File: src/vdac_pkg.sv
// package: register map, field layout and constants of the dead-band autocalibration block
package vdac_pkg;
    // ------------------------------------------------------------
    // register byte offsets
    // ------------------------------------------------------------
    localparam logic [7:0] REG_CTRL = 8'h00;
    localparam logic [7:0] REG_START = 8'h04;
    localparam logic [7:0] REG_STEP = 8'h08;
    localparam logic [7:0] REG_THRESH = 8'h0c;
    localparam logic [7:0] REG_INTERVAL = 8'h10;
    localparam logic [7:0] REG_MARGIN = 8'h14;
    localparam logic [7:0] REG_STATUS = 8'h18;
    localparam logic [7:0] REG_RESULT_R = 8'h1c;
    localparam logic [7:0] REG_RESULT_L = 8'h20;
    localparam logic [7:0] REG_FULL_R = 8'h24;
    localparam logic [7:0] REG_FULL_L = 8'h28;
    localparam logic [7:0] REG_PARAM = 8'h2c;
    localparam logic [7:0] REG_MONITOR = 8'h30;
    localparam logic [7:0] REG_FLOW = 8'h34;
    // ------------------------------------------------------------
    // control bits
    // ------------------------------------------------------------
    localparam int CTRL_BEGIN_BIT = 0;
    localparam int CTRL_CALMODE_BIT = 1;
    localparam int CTRL_DETAIL_BIT = 2;
    localparam int CTRL_FLOWREQ_BIT = 3;
    // ------------------------------------------------------------
    // reset values
    // ------------------------------------------------------------
    localparam int MARGIN_INDEX = 758;
    localparam logic [15:0] MARGIN_DEFAULT = 16'd25;
    localparam logic [15:0] MARGIN_MAX = 16'd300;
    localparam logic [15:0] START_DEFAULT = 16'd50;
    localparam logic [15:0] STEP_DEFAULT = 16'd5;
    localparam logic [15:0] THRESH_DEFAULT = 16'd20;
    localparam logic [15:0] INTERVAL_DEFAULT = 16'd500;
    localparam logic [15:0] DB_DEFAULT = 16'd0;
    localparam logic [15:0] FULL_DEFAULT = 16'd1000;
    // ------------------------------------------------------------
    // timing: one millisecond time base
    // ------------------------------------------------------------
    localparam int CLK_MHZ = 200;
    localparam int MS_NS = 1000000;
    localparam int CLK_NS = 1000 / CLK_MHZ;
    localparam int MS_CYCLES = MS_NS / CLK_NS;
    // ------------------------------------------------------------
    // progress codes
    // ------------------------------------------------------------
    localparam logic [3:0] ST_IDLE = 4'h0;
    localparam logic [3:0] ST_RIGHT = 4'h1;
    localparam logic [3:0] ST_LEFT = 4'h2;
    localparam logic [3:0] ST_COMMIT = 4'h3;
    localparam logic [3:0] ST_DONE = 4'h4;
    localparam logic [3:0] ST_ABORT = 4'h5;
    localparam logic [3:0] ST_NOFLOW = 4'h6;
    localparam logic [3:0] ST_REFUSED = 4'h7;

    typedef enum logic [2:0] {
        S_IDLE, S_LOAD, S_WAIT, S_STORE, S_COMMIT, S_END
    } vdac_state_t;
endpackage

File: src/vdac_top.sv
// module: dead-band autocalibration sequencer with an APB register file
`timescale 1ns/100ps
module vdac_top #(
    parameter int SP_MAX = 1000,
    parameter int MS_DIV = vdac_pkg::MS_CYCLES
) (
    input wire logic pclk,
    input wire logic presetn,
    input wire logic psel,
    input wire logic penable,
    input wire logic pwrite,
    input wire logic [7:0] paddr,
    input wire logic [31:0] pwdata,
    output logic [31:0] prdata,
    output logic pready,
    output logic pslverr,
    input wire logic [15:0] wheel_pos,
    input wire logic wheel_moving,
    output logic [15:0] spool_setpoint,
    output logic spool_drive,
    output logic [3:0] progress_code,
    output logic progress_pulse,
    output logic nv_write
);
    import vdac_pkg::*;

    // elaboration check: set-point and time base must fit their counters
    if (SP_MAX < 1 || SP_MAX > 65535 || MS_DIV < 1) begin : g_param_check
        $error("vdac_top: unsupported parameter values");
    end

    // ------------------------------------------------------------
    // input synchronisers
    // ------------------------------------------------------------
    logic [15:0] pos_m_r, pos_s_r;
    logic mov_m_r, mov_s_r;
    // two stages; only the second is read by logic
    always_ff @(posedge pclk or negedge presetn) begin
        if (!presetn) begin
            pos_m_r <= 16'h0000;
            pos_s_r <= 16'h0000;
            mov_m_r <= 1'b0;
            mov_s_r <= 1'b0;
        end else begin
            pos_m_r <= wheel_pos;
            pos_s_r <= pos_m_r;
            mov_m_r <= wheel_moving;
            mov_s_r <= mov_m_r;
        end
    end

    // ------------------------------------------------------------
    // state
    // ------------------------------------------------------------
    vdac_state_t state_r, state_nxt;
    logic dir_left_r, dir_left_nxt;
    logic calmode_r, calmode_nxt;
    logic detail_r, detail_nxt;
    logic flowreq_r, flowreq_nxt;
    logic [15:0] start_r, start_nxt, step_r, step_nxt, thresh_r, thresh_nxt;
    logic [15:0] intv_r, intv_nxt, margin_r, margin_nxt, flow_r, flow_nxt;
    logic [15:0] sp_r, sp_nxt, ref_pos_r, ref_pos_nxt;
    logic [15:0] cap_r, cap_nxt;
    logic [15:0] db_r_r, db_r_nxt, db_l_r, db_l_nxt;
    logic [15:0] full_r_r, full_r_nxt, full_l_r, full_l_nxt;
    logic [15:0] act_db_r_r, act_db_l_r;
    logic [31:0] div_r, div_nxt;
    logic [15:0] ms_r, ms_nxt;
    logic [3:0] code_r, code_nxt;
    logic pulse_r, pulse_nxt, nvw_r, nvw_nxt, drive_r, drive_nxt;
    logic [31:0] rdata_r, rdata_nxt;
    logic ready_r, ready_nxt, err_r, err_nxt;

    logic running;
    logic [15:0] delta;
    logic [16:0] sp_sum;
    logic wr, rd, param_reg;
    assign running = (state_r != S_IDLE) && (state_r != S_END);
    assign wr = psel && penable && pwrite && !ready_r;
    assign rd = psel && penable && !pwrite && !ready_r;
    assign param_reg = (paddr == REG_START) || (paddr == REG_STEP) ||
        (paddr == REG_THRESH) || (paddr == REG_INTERVAL) || (paddr == REG_MARGIN);
    // absolute position change over one interval
    assign delta = (pos_s_r >= ref_pos_r) ? pos_s_r - ref_pos_r : ref_pos_r - pos_s_r;
    assign sp_sum = {1'b0, sp_r} + {1'b0, step_r};

    // ------------------------------------------------------------
    // next-state logic for sequencer and registers
    // ------------------------------------------------------------
    always_comb begin
        state_nxt = state_r;
        dir_left_nxt = dir_left_r;
        calmode_nxt = calmode_r;
        detail_nxt = detail_r;
        flowreq_nxt = flowreq_r;
        start_nxt = start_r;
        step_nxt = step_r;
        thresh_nxt = thresh_r;
        intv_nxt = intv_r;
        margin_nxt = margin_r;
        flow_nxt = flow_r;
        sp_nxt = sp_r;
        ref_pos_nxt = ref_pos_r;
        cap_nxt = cap_r;
        db_r_nxt = db_r_r;
        db_l_nxt = db_l_r;
        full_r_nxt = full_r_r;
        full_l_nxt = full_l_r;
        div_nxt = div_r;
        ms_nxt = ms_r;
        code_nxt = code_r;
        pulse_nxt = 1'b0;
        nvw_nxt = 1'b0;
        drive_nxt = drive_r;
        rdata_nxt = 32'h00000000;
        ready_nxt = psel && penable && !ready_r;
        err_nxt = 1'b0;

        // bus writes; parameter access is refused with an error while running
        if (wr) begin
            if (param_reg && running) begin
                err_nxt = 1'b1;
            end else begin
                case (paddr)
                    REG_CTRL: begin
                        calmode_nxt = pwdata[CTRL_CALMODE_BIT];
                        detail_nxt = pwdata[CTRL_DETAIL_BIT];
                        flowreq_nxt = pwdata[CTRL_FLOWREQ_BIT] && pwdata[CTRL_CALMODE_BIT];
                        // begin only in calibration mode and when not running (S_IDLE or S_END)
                        if (pwdata[CTRL_BEGIN_BIT]) begin
                            if (calmode_r && state_r != S_LOAD && !running) begin
                                state_nxt = S_LOAD;
                                dir_left_nxt = 1'b0; // right first
                                flowreq_nxt = 1'b0;
                            end else begin
                                code_nxt = ST_REFUSED;
                                pulse_nxt = 1'b1;
                            end
                        end
                    end
                    REG_START: start_nxt = pwdata[15:0];
                    REG_STEP: step_nxt = pwdata[15:0];
                    REG_THRESH: thresh_nxt = pwdata[15:0];
                    REG_INTERVAL: intv_nxt = (pwdata[15:0] == 16'h0000) ? 16'h0001 : pwdata[15:0];
                    // out-of-range margin refused
                    REG_MARGIN: begin
                        if (pwdata[15:0] <= MARGIN_MAX) begin
                            margin_nxt = pwdata[15:0];
                        end else begin
                            err_nxt = 1'b1;
                        end
                    end
                    REG_FLOW: flow_nxt = pwdata[15:0];
                    default: err_nxt = 1'b1;
                endcase
            end
        end

        // flow request drives the valve in calibration mode when not running (S_IDLE or S_END)
        if (!running && state_nxt != S_LOAD) begin
            drive_nxt = calmode_nxt && flowreq_nxt;
            sp_nxt = (calmode_nxt && flowreq_nxt) ? flow_nxt : 16'h0000;
        end

        // millisecond time base
        if (state_r == S_WAIT) begin
            if (div_r == 32'(MS_DIV - 1)) begin
                div_nxt = 32'h00000000;
                ms_nxt = ms_r + 16'h0001;
            end else begin
                div_nxt = div_r + 32'h00000001;
            end
        end

        case (state_r)
            S_IDLE: ;
            S_LOAD: begin
                sp_nxt = start_r;
                drive_nxt = 1'b1;
                ref_pos_nxt = pos_s_r;
                div_nxt = 32'h00000000;
                ms_nxt = 16'h0000;
                code_nxt = dir_left_r ? ST_LEFT : ST_RIGHT;
                pulse_nxt = 1'b1;
                state_nxt = S_WAIT;
            end
            S_WAIT: begin
                if (div_r == 32'(MS_DIV - 1) && ms_r + 16'h0001 >= intv_r) begin
                    ms_nxt = 16'h0000;
                    ref_pos_nxt = pos_s_r; // next interval's reference
                    if (delta > thresh_r) begin
                        cap_nxt = sp_r;
                        state_nxt = S_STORE;
                    end else if (sp_sum > 17'(SP_MAX)) begin
                        code_nxt = ST_NOFLOW;
                        pulse_nxt = 1'b1;
                        drive_nxt = 1'b0;
                        sp_nxt = 16'h0000;
                        state_nxt = S_END;
                    end else begin
                        sp_nxt = sp_sum[15:0];
                        pulse_nxt = detail_r; // set-point change reported only in detail mode
                    end
                end
            end
            S_STORE: begin
                // dead-band and equal full-flow shift
                if (dir_left_r) begin
                    db_l_nxt = (cap_r > margin_r) ? cap_r - margin_r : 16'h0000;
                    full_l_nxt = full_l_r + db_l_nxt - db_l_r;
                    state_nxt = S_COMMIT;
                end else begin
                    db_r_nxt = (cap_r > margin_r) ? cap_r - margin_r : 16'h0000;
                    full_r_nxt = full_r_r + db_r_nxt - db_r_r;
                    dir_left_nxt = 1'b1;
                    state_nxt = S_LOAD;
                end
                nvw_nxt = 1'b1;
                drive_nxt = 1'b0;
                sp_nxt = 16'h0000;
            end
            S_COMMIT: begin
                nvw_nxt = 1'b1; // automatic commit
                code_nxt = ST_DONE;
                pulse_nxt = 1'b1;
                state_nxt = S_END;
            end
            S_END: ; // calibration mode kept until power cycle
            default: state_nxt = S_IDLE;
        endcase

        // wheel movement aborts at once in every running state except S_COMMIT
        if (running && state_r != S_COMMIT && mov_s_r) begin
            state_nxt = S_END;
            code_nxt = ST_ABORT;
            pulse_nxt = 1'b1;
            drive_nxt = 1'b0;
            sp_nxt = 16'h0000;
        end
        calmode_nxt = calmode_nxt || (state_nxt != S_IDLE);

        // bus reads
        if (rd) begin
            if (param_reg && running) begin
                err_nxt = 1'b1;
            end else begin
                case (paddr)
                    REG_CTRL: rdata_nxt = {28'h0000000, flowreq_r, detail_r, calmode_r, 1'b0};
                    REG_START: rdata_nxt = {16'h0000, start_r};
                    REG_STEP: rdata_nxt = {16'h0000, step_r};
                    REG_THRESH: rdata_nxt = {16'h0000, thresh_r};
                    REG_INTERVAL: rdata_nxt = {16'h0000, intv_r};
                    REG_MARGIN: rdata_nxt = {16'h0000, margin_r};
                    REG_STATUS: rdata_nxt = {24'h000000, 1'b0, 3'(state_r), code_r};
                    REG_RESULT_R: rdata_nxt = {16'h0000, db_r_r};
                    REG_RESULT_L: rdata_nxt = {16'h0000, db_l_r};
                    REG_FULL_R: rdata_nxt = {16'h0000, full_r_r};
                    REG_FULL_L: rdata_nxt = {16'h0000, full_l_r};
                    REG_PARAM: rdata_nxt = {act_db_l_r, act_db_r_r};
                    // detail set one: sensor and set-point
                    REG_MONITOR: rdata_nxt = detail_r ? {pos_s_r, sp_r} : 32'h00000000;
                    REG_FLOW: rdata_nxt = {16'h0000, flow_r};
                    default: err_nxt = 1'b1;
                endcase
            end
        end
    end

    // ------------------------------------------------------------
    // registers
    // ------------------------------------------------------------
    always_ff @(posedge pclk or negedge presetn) begin
        if (!presetn) begin
            state_r <= S_IDLE;
            dir_left_r <= 1'b0;
            calmode_r <= 1'b0;
            detail_r <= 1'b0;
            flowreq_r <= 1'b0;
            start_r <= START_DEFAULT;
            step_r <= STEP_DEFAULT;
            thresh_r <= THRESH_DEFAULT;
            intv_r <= INTERVAL_DEFAULT;
            margin_r <= MARGIN_DEFAULT;
            flow_r <= 16'h0000;
            sp_r <= 16'h0000;
            ref_pos_r <= 16'h0000;
            cap_r <= 16'h0000;
            db_r_r <= DB_DEFAULT;
            db_l_r <= DB_DEFAULT;
            full_r_r <= FULL_DEFAULT;
            full_l_r <= FULL_DEFAULT;
            div_r <= 32'h00000000;
            ms_r <= 16'h0000;
            code_r <= ST_IDLE;
            pulse_r <= 1'b0;
            nvw_r <= 1'b0;
            drive_r <= 1'b0;
            rdata_r <= 32'h00000000;
            ready_r <= 1'b0;
            err_r <= 1'b0;
        end else begin
            state_r <= state_nxt;
            dir_left_r <= dir_left_nxt;
            calmode_r <= calmode_nxt;
            detail_r <= detail_nxt;
            flowreq_r <= flowreq_nxt;
            start_r <= start_nxt;
            step_r <= step_nxt;
            thresh_r <= thresh_nxt;
            intv_r <= intv_nxt;
            margin_r <= margin_nxt;
            flow_r <= flow_nxt;
            sp_r <= sp_nxt;
            ref_pos_r <= ref_pos_nxt;
            cap_r <= cap_nxt;
            db_r_r <= db_r_nxt;
            db_l_r <= db_l_nxt;
            full_r_r <= full_r_nxt;
            full_l_r <= full_l_nxt;
            div_r <= div_nxt;
            ms_r <= ms_nxt;
            code_r <= code_nxt;
            pulse_r <= pulse_nxt;
            nvw_r <= nvw_nxt;
            drive_r <= drive_nxt;
            rdata_r <= rdata_nxt;
            ready_r <= ready_nxt;
            err_r <= err_nxt;
        end
    end

    // active dead-bands latched once after power-up only
    logic latched_r;
    always_ff @(posedge pclk or negedge presetn) begin
        if (!presetn) begin
            latched_r <= 1'b0;
            act_db_r_r <= 16'h0000;
            act_db_l_r <= 16'h0000;
        end else if (!latched_r) begin
            latched_r <= 1'b1;
            act_db_r_r <= db_r_r;
            act_db_l_r <= db_l_r;
        end
    end

    assign prdata = rdata_r;
    assign pready = ready_r;
    assign pslverr = err_r;
    assign spool_setpoint = sp_r;
    assign spool_drive = drive_r;
    assign progress_code = code_r;
    assign progress_pulse = pulse_r;
    assign nv_write = nvw_r;
endmodule // vdac_top

File: config.mk
export PLATFORM = sky130hd
export DESIGN_NAME = vdac_top
export DESIGN_NICKNAME = d
export VERILOG_FILES = /design/src/vdac_pkg.sv /design/src/vdac_top.sv
export SDC_FILE = /design/constraint.sdc
export NUM_CORES = 1
export LEC_CHECK = 0
export CORE_ASPECT_RATIO = 1.75
export CORE_MARGIN = 5
export CORE_UTILIZATION = 38
export CTS_CLUSTER_DIAMETER = 120
export DETAILED_ROUTE_END_ITERATION = 10
export DONT_BUFFER_PORTS = 1
export GPL_TIMING_DRIVEN = 0
export PLACE_DENSITY = 0.61
export SYNTH_ARGS = -nofsm -noshare
export SYNTH_HDL_FRONTEND = slang
export SYNTH_SLANG_ARGS = --single-unit
File: constraint.sdc
create_clock -name pclk -period 13 [get_ports pclk]
set_input_delay 1.3 -clock pclk [delete_from_list [all_inputs] [get_ports pclk]]
set_output_delay 1.3 -clock pclk [all_outputs]
set_load 0.1 [all_outputs]
* Word level (Yosys, flattened, before mapping) *
Cells that the tools add are included.

word-level totals
  flip-flop bits (word level) = 371
  input bits = 62
  output and inout port bits = 57
  word-level logic and storage cells = 208

cells by class
  add/subtract/negate cells = 10
  magnitude comparators = 6
  equality and inequality tests = 24
  mux-type cells = 87
  bitwise gates (word level) = 2
  reduce and logical (&&, ||, !) cells = 45

operators by type and width
  operator                 number
  $pmux W32 S14            1
  $mux W16                 16
  $mux W32                 6
  $sub A16 B16 Y16         5
  $pmux W16 S2             2
  $eq A8 B6 Y1 const B     6
  $pmux W16 S3             1
  $mux W1                  36
  $mux W4                  9
  $add A16 B16 Y16         2
  $add A32 B1 Y32 const B  1
  $eq A32 B18 Y1 const B   1
  $eq A8 B5 Y1 const B     4
  $ge A16 B16 Y1           2
  $gt A16 B16 Y1           2
  $mux W3                  10
  $reduce_and A3 Y1        6
  $add A16 B16 Y17         1
  $gt A17 B10 Y1 const B   1
  $add A16 B1 Y16 const B  1
  $eq A8 B4 Y1 const B     2
  $le A16 B9 Y1 const B    1
  $logic_and A1 B1 Y1      16
  $logic_not A16 Y1        1
  other kinds (24)         41

* Longest topological paths before layout *
  depth after elaboration = 17
  mapped depth = 25
  depth with buffers taken out = 25

* Least setup slack after synthesis *
Ideal clock, no wire load.

  kind = reg-to-reg
  start point = register pos_s_r[0]
  end point = register drive_r, in the netlist spool_drive
  library setup time = 124 ps
  data arrival time = 4968 ps
  required time = 12876 ps
  path slack = 7908 ps
  cell stages (with the launch flop) = 23
  path buffers = 0
  clock period less this slack = 5092 ps
  cells stage by stage = dfrtp_1 > inv_1 > ha_1 > inv_1 > fa_1 > a21oi_1 > o2111ai_1 > a211oi_1 > a211o_1 > nand2_1 > mux2_2 > a211oi_1 > a21oi_1 > xor2_1 > ha_1 > a22o_1 > a2111oi_0 > o21ai_0 > o31ai_2 > nor3b_1 > and2_1 > nor2_1 > o31a_1

on the way
  cells in the longest elaborated chain, start to end = 7
  elaborated cells on any way between the ends = 9
  those cells by class = add/sub (2); order compare (2); mux (5)

RTL lines
  element                                                    RTL line         source
  start, declared                                            vdac_top.sv:35   logic [15:0] pos_m_r, pos_s_r;
  start signal, assigned                                     vdac_top.sv:46   pos_s_r <= pos_m_r;
  $sub A16 B16 Y16 / $ge A16 B16 Y1 (equally long branches)  vdac_top.sv:84   assign delta = (pos_s_r >= ref_pos_r) ? pos_s_r - ref_pos_r : ref_pos_r - pos_s_r;
  $mux W16 (*)                                               vdac_top.sv:84
  $gt A16 B16 Y1 (*)                                         vdac_top.sv:191  if (delta > thresh_r) begin
  $mux W1 (*)                                                vdac_top.sv:191
  $mux W1 (*)                                                vdac_top.sv:188  if (div_r == 32'(MS_DIV - 1) && ms_r + 16'h0001 >= intv_r) begin
  $pmux W1 S3 (*)                                            vdac_top.sv:175  case (state_r)
  $mux W1 (*)                                                vdac_top.sv:233  if (running && state_r != S_COMMIT && mov_s_r) begin
  named net drive_nxt                                        vdac_top.sv:70   logic pulse_r, pulse_nxt, nvw_r, nvw_nxt, drive_r, drive_nxt;
  end signal, assigned                                       vdac_top.sv:325  drive_r <= drive_nxt;
  end, declared                                              vdac_top.sv:70

Mark *: on every way through the listed nets, which the timed path passes. The rest lies on a longest branch.
A chain may end at the register's enable or synchronous reset.

* Worst setup path in the final report *
  start point = register margin_r[4]
  end point = register full_l_r[14]

on the way
  cells in the longest elaborated chain, start to end = 4
  elaborated cells on any way between the ends = 5
  those cells by class = add/sub (3); order compare (1); mux (1)

RTL lines
  element                                                    RTL line         source
  start, declared                                            vdac_top.sv:61   logic [15:0] intv_r, intv_nxt, margin_r, margin_nxt, flow_r, flow_nxt;
  start signal, assigned                                     vdac_top.sv:311  margin_r <= margin_nxt;
  $sub A16 B16 Y16 / $gt A16 B16 Y1 (equally long branches)  vdac_top.sv:209  db_l_nxt = (cap_r > margin_r) ? cap_r - margin_r : 16'h0000;
  $mux W16 (*)                                               vdac_top.sv:209
  $add A16 B16 Y16 (*)                                       vdac_top.sv:210  full_l_nxt = full_l_r + db_l_nxt - db_l_r;
  $sub A16 B16 Y16 (*)                                       vdac_top.sv:210
  end signal, assigned                                       vdac_top.sv:319  full_l_r <= full_l_nxt;
  end, declared                                              vdac_top.sv:65   logic [15:0] full_r_r, full_r_nxt, full_l_r, full_l_nxt;

Every way passes the cells marked *; elsewhere a longest branch is shown, timed or not.

==> impl_results.md <==
- Outcome: completed
- Total power: 3.38 mW
- DRT iter0 DRCs: 1274
- H-tree levels: 2
- Crit Path Max Fanout: 10
- Comb power frac: 0.235
- Simple-gate area share of the yosys netlist: 0.127
- Max incr delay on CP: between 0.8 and 0.9 ns
- CP required: 13.46 ns
- Final hold viol count: 0
- Max Freq: 130 MHz
- Most used cell, CP: o21ai_0
- ANT cells: 0
- Hpwl dp: 59300 µm
- Post-synth top cells: dfrtp_1, nand2_1, o21ai_0, inv_1, nor2_1
- Sequential Area: 9320 µm²
- CORE AREA: ~57000 µm²
- GRT Total Usage: 0.241
- Synth Area per Inst: 9.67 µm²
- Worst Setup End Kind: register
- EDFF count, synth: 0
- Cell Rows: 116
- Compound-Gate Fraction of Synth Area: 0.190
- Clock Sinks: between 300 and 400
- Critical path's top delay family: compound AO/OA/AOI/OAI gates
- Unrepaired setup endpoints after global routing: false
- First-pass GRT wire length: 113000 µm
- Final WS setup: around 5.3 ns
- Final setup violation count: 0
- Crit path kind: register to register
- Initial antenna violation count: 3
- Post-synthesis xor/xnor area fraction: 0.0379
- Post-synthesis sequential area ratio: 0.429
- Largest net degree at the start of global routing: 372
- Switching part of the total: 0.337
- Worst-path clk slew: ~0.060 ns
- Synth area leader: dfrtp_1
- Clock power share: 0.377
- Root Driver: clkbuf_16
- Buffers & Inverters on Critical Path: 3
- Synthesized area: approximately 22000 µm²
- Critical path arrival: 8.16 ns
- Ys Warns: 0
- I/O pin total: around 120
- CTS resizes: 0
- Syn Nets: 2471
- Fin crit share: 0.592
- Vias in the first global route: 18700
- Post-CTS setup buffers: 0
- Drc violations: 0
- Total Wirelength: 76000 µm
- Sequential power share: 0.388
- Synthesized netlist cell count: 2246
- CP cell instances: inv_1, ha_1, o21ai_0, o21a_1, o211ai_1, nand2_1, o21ai_1, clkbuf_1, nand2_1, fa_1, inv_1, ha_1, nor2b_1, o21ai_0, a21boi_0, o21ai_0, a21o_1, a21oi_1, o31ai_1, a2111oi_0, or3_1, a31o_2
- Top FF cell, synth: dfrtp_1
- Gpl congestion: roughly 0.96
- Full die area: 62200 µm²
- Clock latency on the worst-skew pair: 0.58 ns
- Die W: 191 µm
- Routed via count: 17900
- Fin area: 24100 µm²
- P_sw: 1.14 mW
- Die Y: 326 µm
- Dpl ws: 5.44 ns
- Nets: 2515
- WL/cell: 24.6 µm
- Mux cell area share after synthesis: 0.0597
- Congestion Overflow GR: 0
- Distinct cells, synth: 84
- Clk buf depth: 3
- Int Power: 2.24 mW
- Post-layout min period: 7.70 ns
- Footprint of the multi-input gates: 11300 µm²
- CTS buffer count: 40
- Adder-Cell Fraction of Synth Area: 0.106
- Fillers: 5586
- Starting density of the core: 0.382
- Largest family of logic cells by synthesized area: compound AO/OA/AOI/OAI gates
- Top post-synthesis cells by area: dfrtp_1, ha_1, mux2_2
- Most frequent cell after synthesis: dfrtp_1
- TritonCTS clock tree: built
- Port bufs: 0
- Startpoint Class: register
- Worst clock skew: 0.0141 ns
- Rel. slew slack: 0.0342
- Worst-Margin Slew: ~1.4 ns
- VDD IR max: between 0.0001 and 0.00015 V
- Placed Area: approximately 23000 µm²
- PD cells: 140 nW/µm²
- Fin Setup TNS: 0 ns
- Hold Crit Class: register to register
- MaxCap Viol Count: 0
- Hold Buf Count CTS: 0
- Max Transition Viols Final: 0
- Synth top area share: 0.395
- 1st-pass router iterations: 8
- Share of cells above drive strength 1: 0.107
- Vias per cell: 5.78
- Ys async rst share: 1.00
- Post-DRT Antenna Nets: 0
- Leak: 11.1 nW
- Area delta synth->final: 11.1%
- Fin Hold WS: 0.347 ns
- Yosys reg bits: 371
- Slowest cell on crit path: o21ai_1
metal layers:
| layer | part of all wire | GRT usage |
|---|---|---|
| met1 | 0.34 | 0.241 |
| met3 | 0.054 | 0.0443 |
| met4 | 0.078 | 0.152 |
| met2 | 0.53 | 0.451 |
| met5 | 0.00045 | 0 |
through the flow:
step	util	std cells
after floorplan	-	2246
after global routing	0.424	3087
after global placement	0.399	3013
after detailed placement	0.399	3015
after CTS	0.424	3087
final	0.424	3087
path summary, 6_finish.rpt:
check / from / endpoint / slack (ns) / cells past startpoint
worst max-delay path: margin_r[4] / full_l_r[14] / 5.30 / 22
worst min-delay path: pos_m_r[3] / pos_s_r[3] / 0.35 / 0
worst max register to register: margin_r[4] / full_l_r[14] / 5.30 / 22
worst min register to register: pos_m_r[3] / pos_s_r[3] / 0.35 / 0
max in group asynchronous: presetn / state_r[2] / 11.77 / 0
min in group asynchronous: presetn / margin_r[12] / 0.42 / 0
registers in the layout, indices dropped and copies added (netlist names), 3 cells and up:
register / cells
div_r: 32
prdata: 32
act_db_l_r: 16
act_db_r_r: 16
cap_r: 16
db_l_r: 16
db_r_r: 16
flow_r: 16
full_l_r: 16
full_r_r: 16
intv_r: 16
margin_r: 16
ms_r: 16
pos_m_r: 16
pos_s_r: 16
ref_pos_r: 16
spool_setpoint: 16
start_r: 16
step_r: 16
thresh_r: 16
progress_code: 4
state_r: 3
area by class of cell:
| cell class | count | share of cell area |
|---|---|---|
| Multi-Input combinational cell | 1591 | 0.469 |
| Buffer | 91 | 0.0154 |
| Tap cell | 767 | 0.0398 |
| Timing Repair Buffer | 2 | 0.000778 |
| Clock buffer | 54 | 0.0466 |
| Sequential cell | 371 | 0.386 |
| Inverter | 193 | 0.0300 |
| Clock inverter | 18 | 0.0123 |
cells in the final DEF, fill, tap and decap left out, types with 11 or more instances in the layout:
cell type,count
clkbuf_16,41
o21a_1,16
xor2_1,38
and3_1,23
o21ai_0,205
nand2b_1,12
nand2_1,235
nor4_1,16
dfstp_2,28
nor2_1,150
buf_2,14
or3_1,11
inv_1,192
a31oi_1,28
a32o_1,17
nand3_1,46
a21oi_1,84
clkbuf_1,79
nand4_1,20
dfrtp_1,343
a21o_1,34
a22oi_1,64
a22o_1,22
nor2b_1,14
a221oi_1,22
xnor2_1,56
mux2_2,107
fa_1,34
a222oi_1,16
ha_1,129
nor3_1,29
logic make-up (layout without fill, tap and decap cells):
logic type      Yosys count  count (layout)
compound gates          619             619
fa+ha+maj               163             163
simple gates            598             598
other cells               1               1
mux                     116             116
buf+inv                 284             358
xor+xnor                 94              94
flops                   371             371
power groups by stage:
stage                     clock network (mW)  registers [mW]  logic (mW)
after detailed placement                   0            1.33       0.780
after global placement                     0            1.33       0.766
final                                   1.27            1.31       0.795
after CTS                               1.30            1.31       0.785
after floorplan                            0            1.31       0.549
after global routing                    1.34            1.31       0.868
No activity file was read; power rests on OpenSTA's default activity.
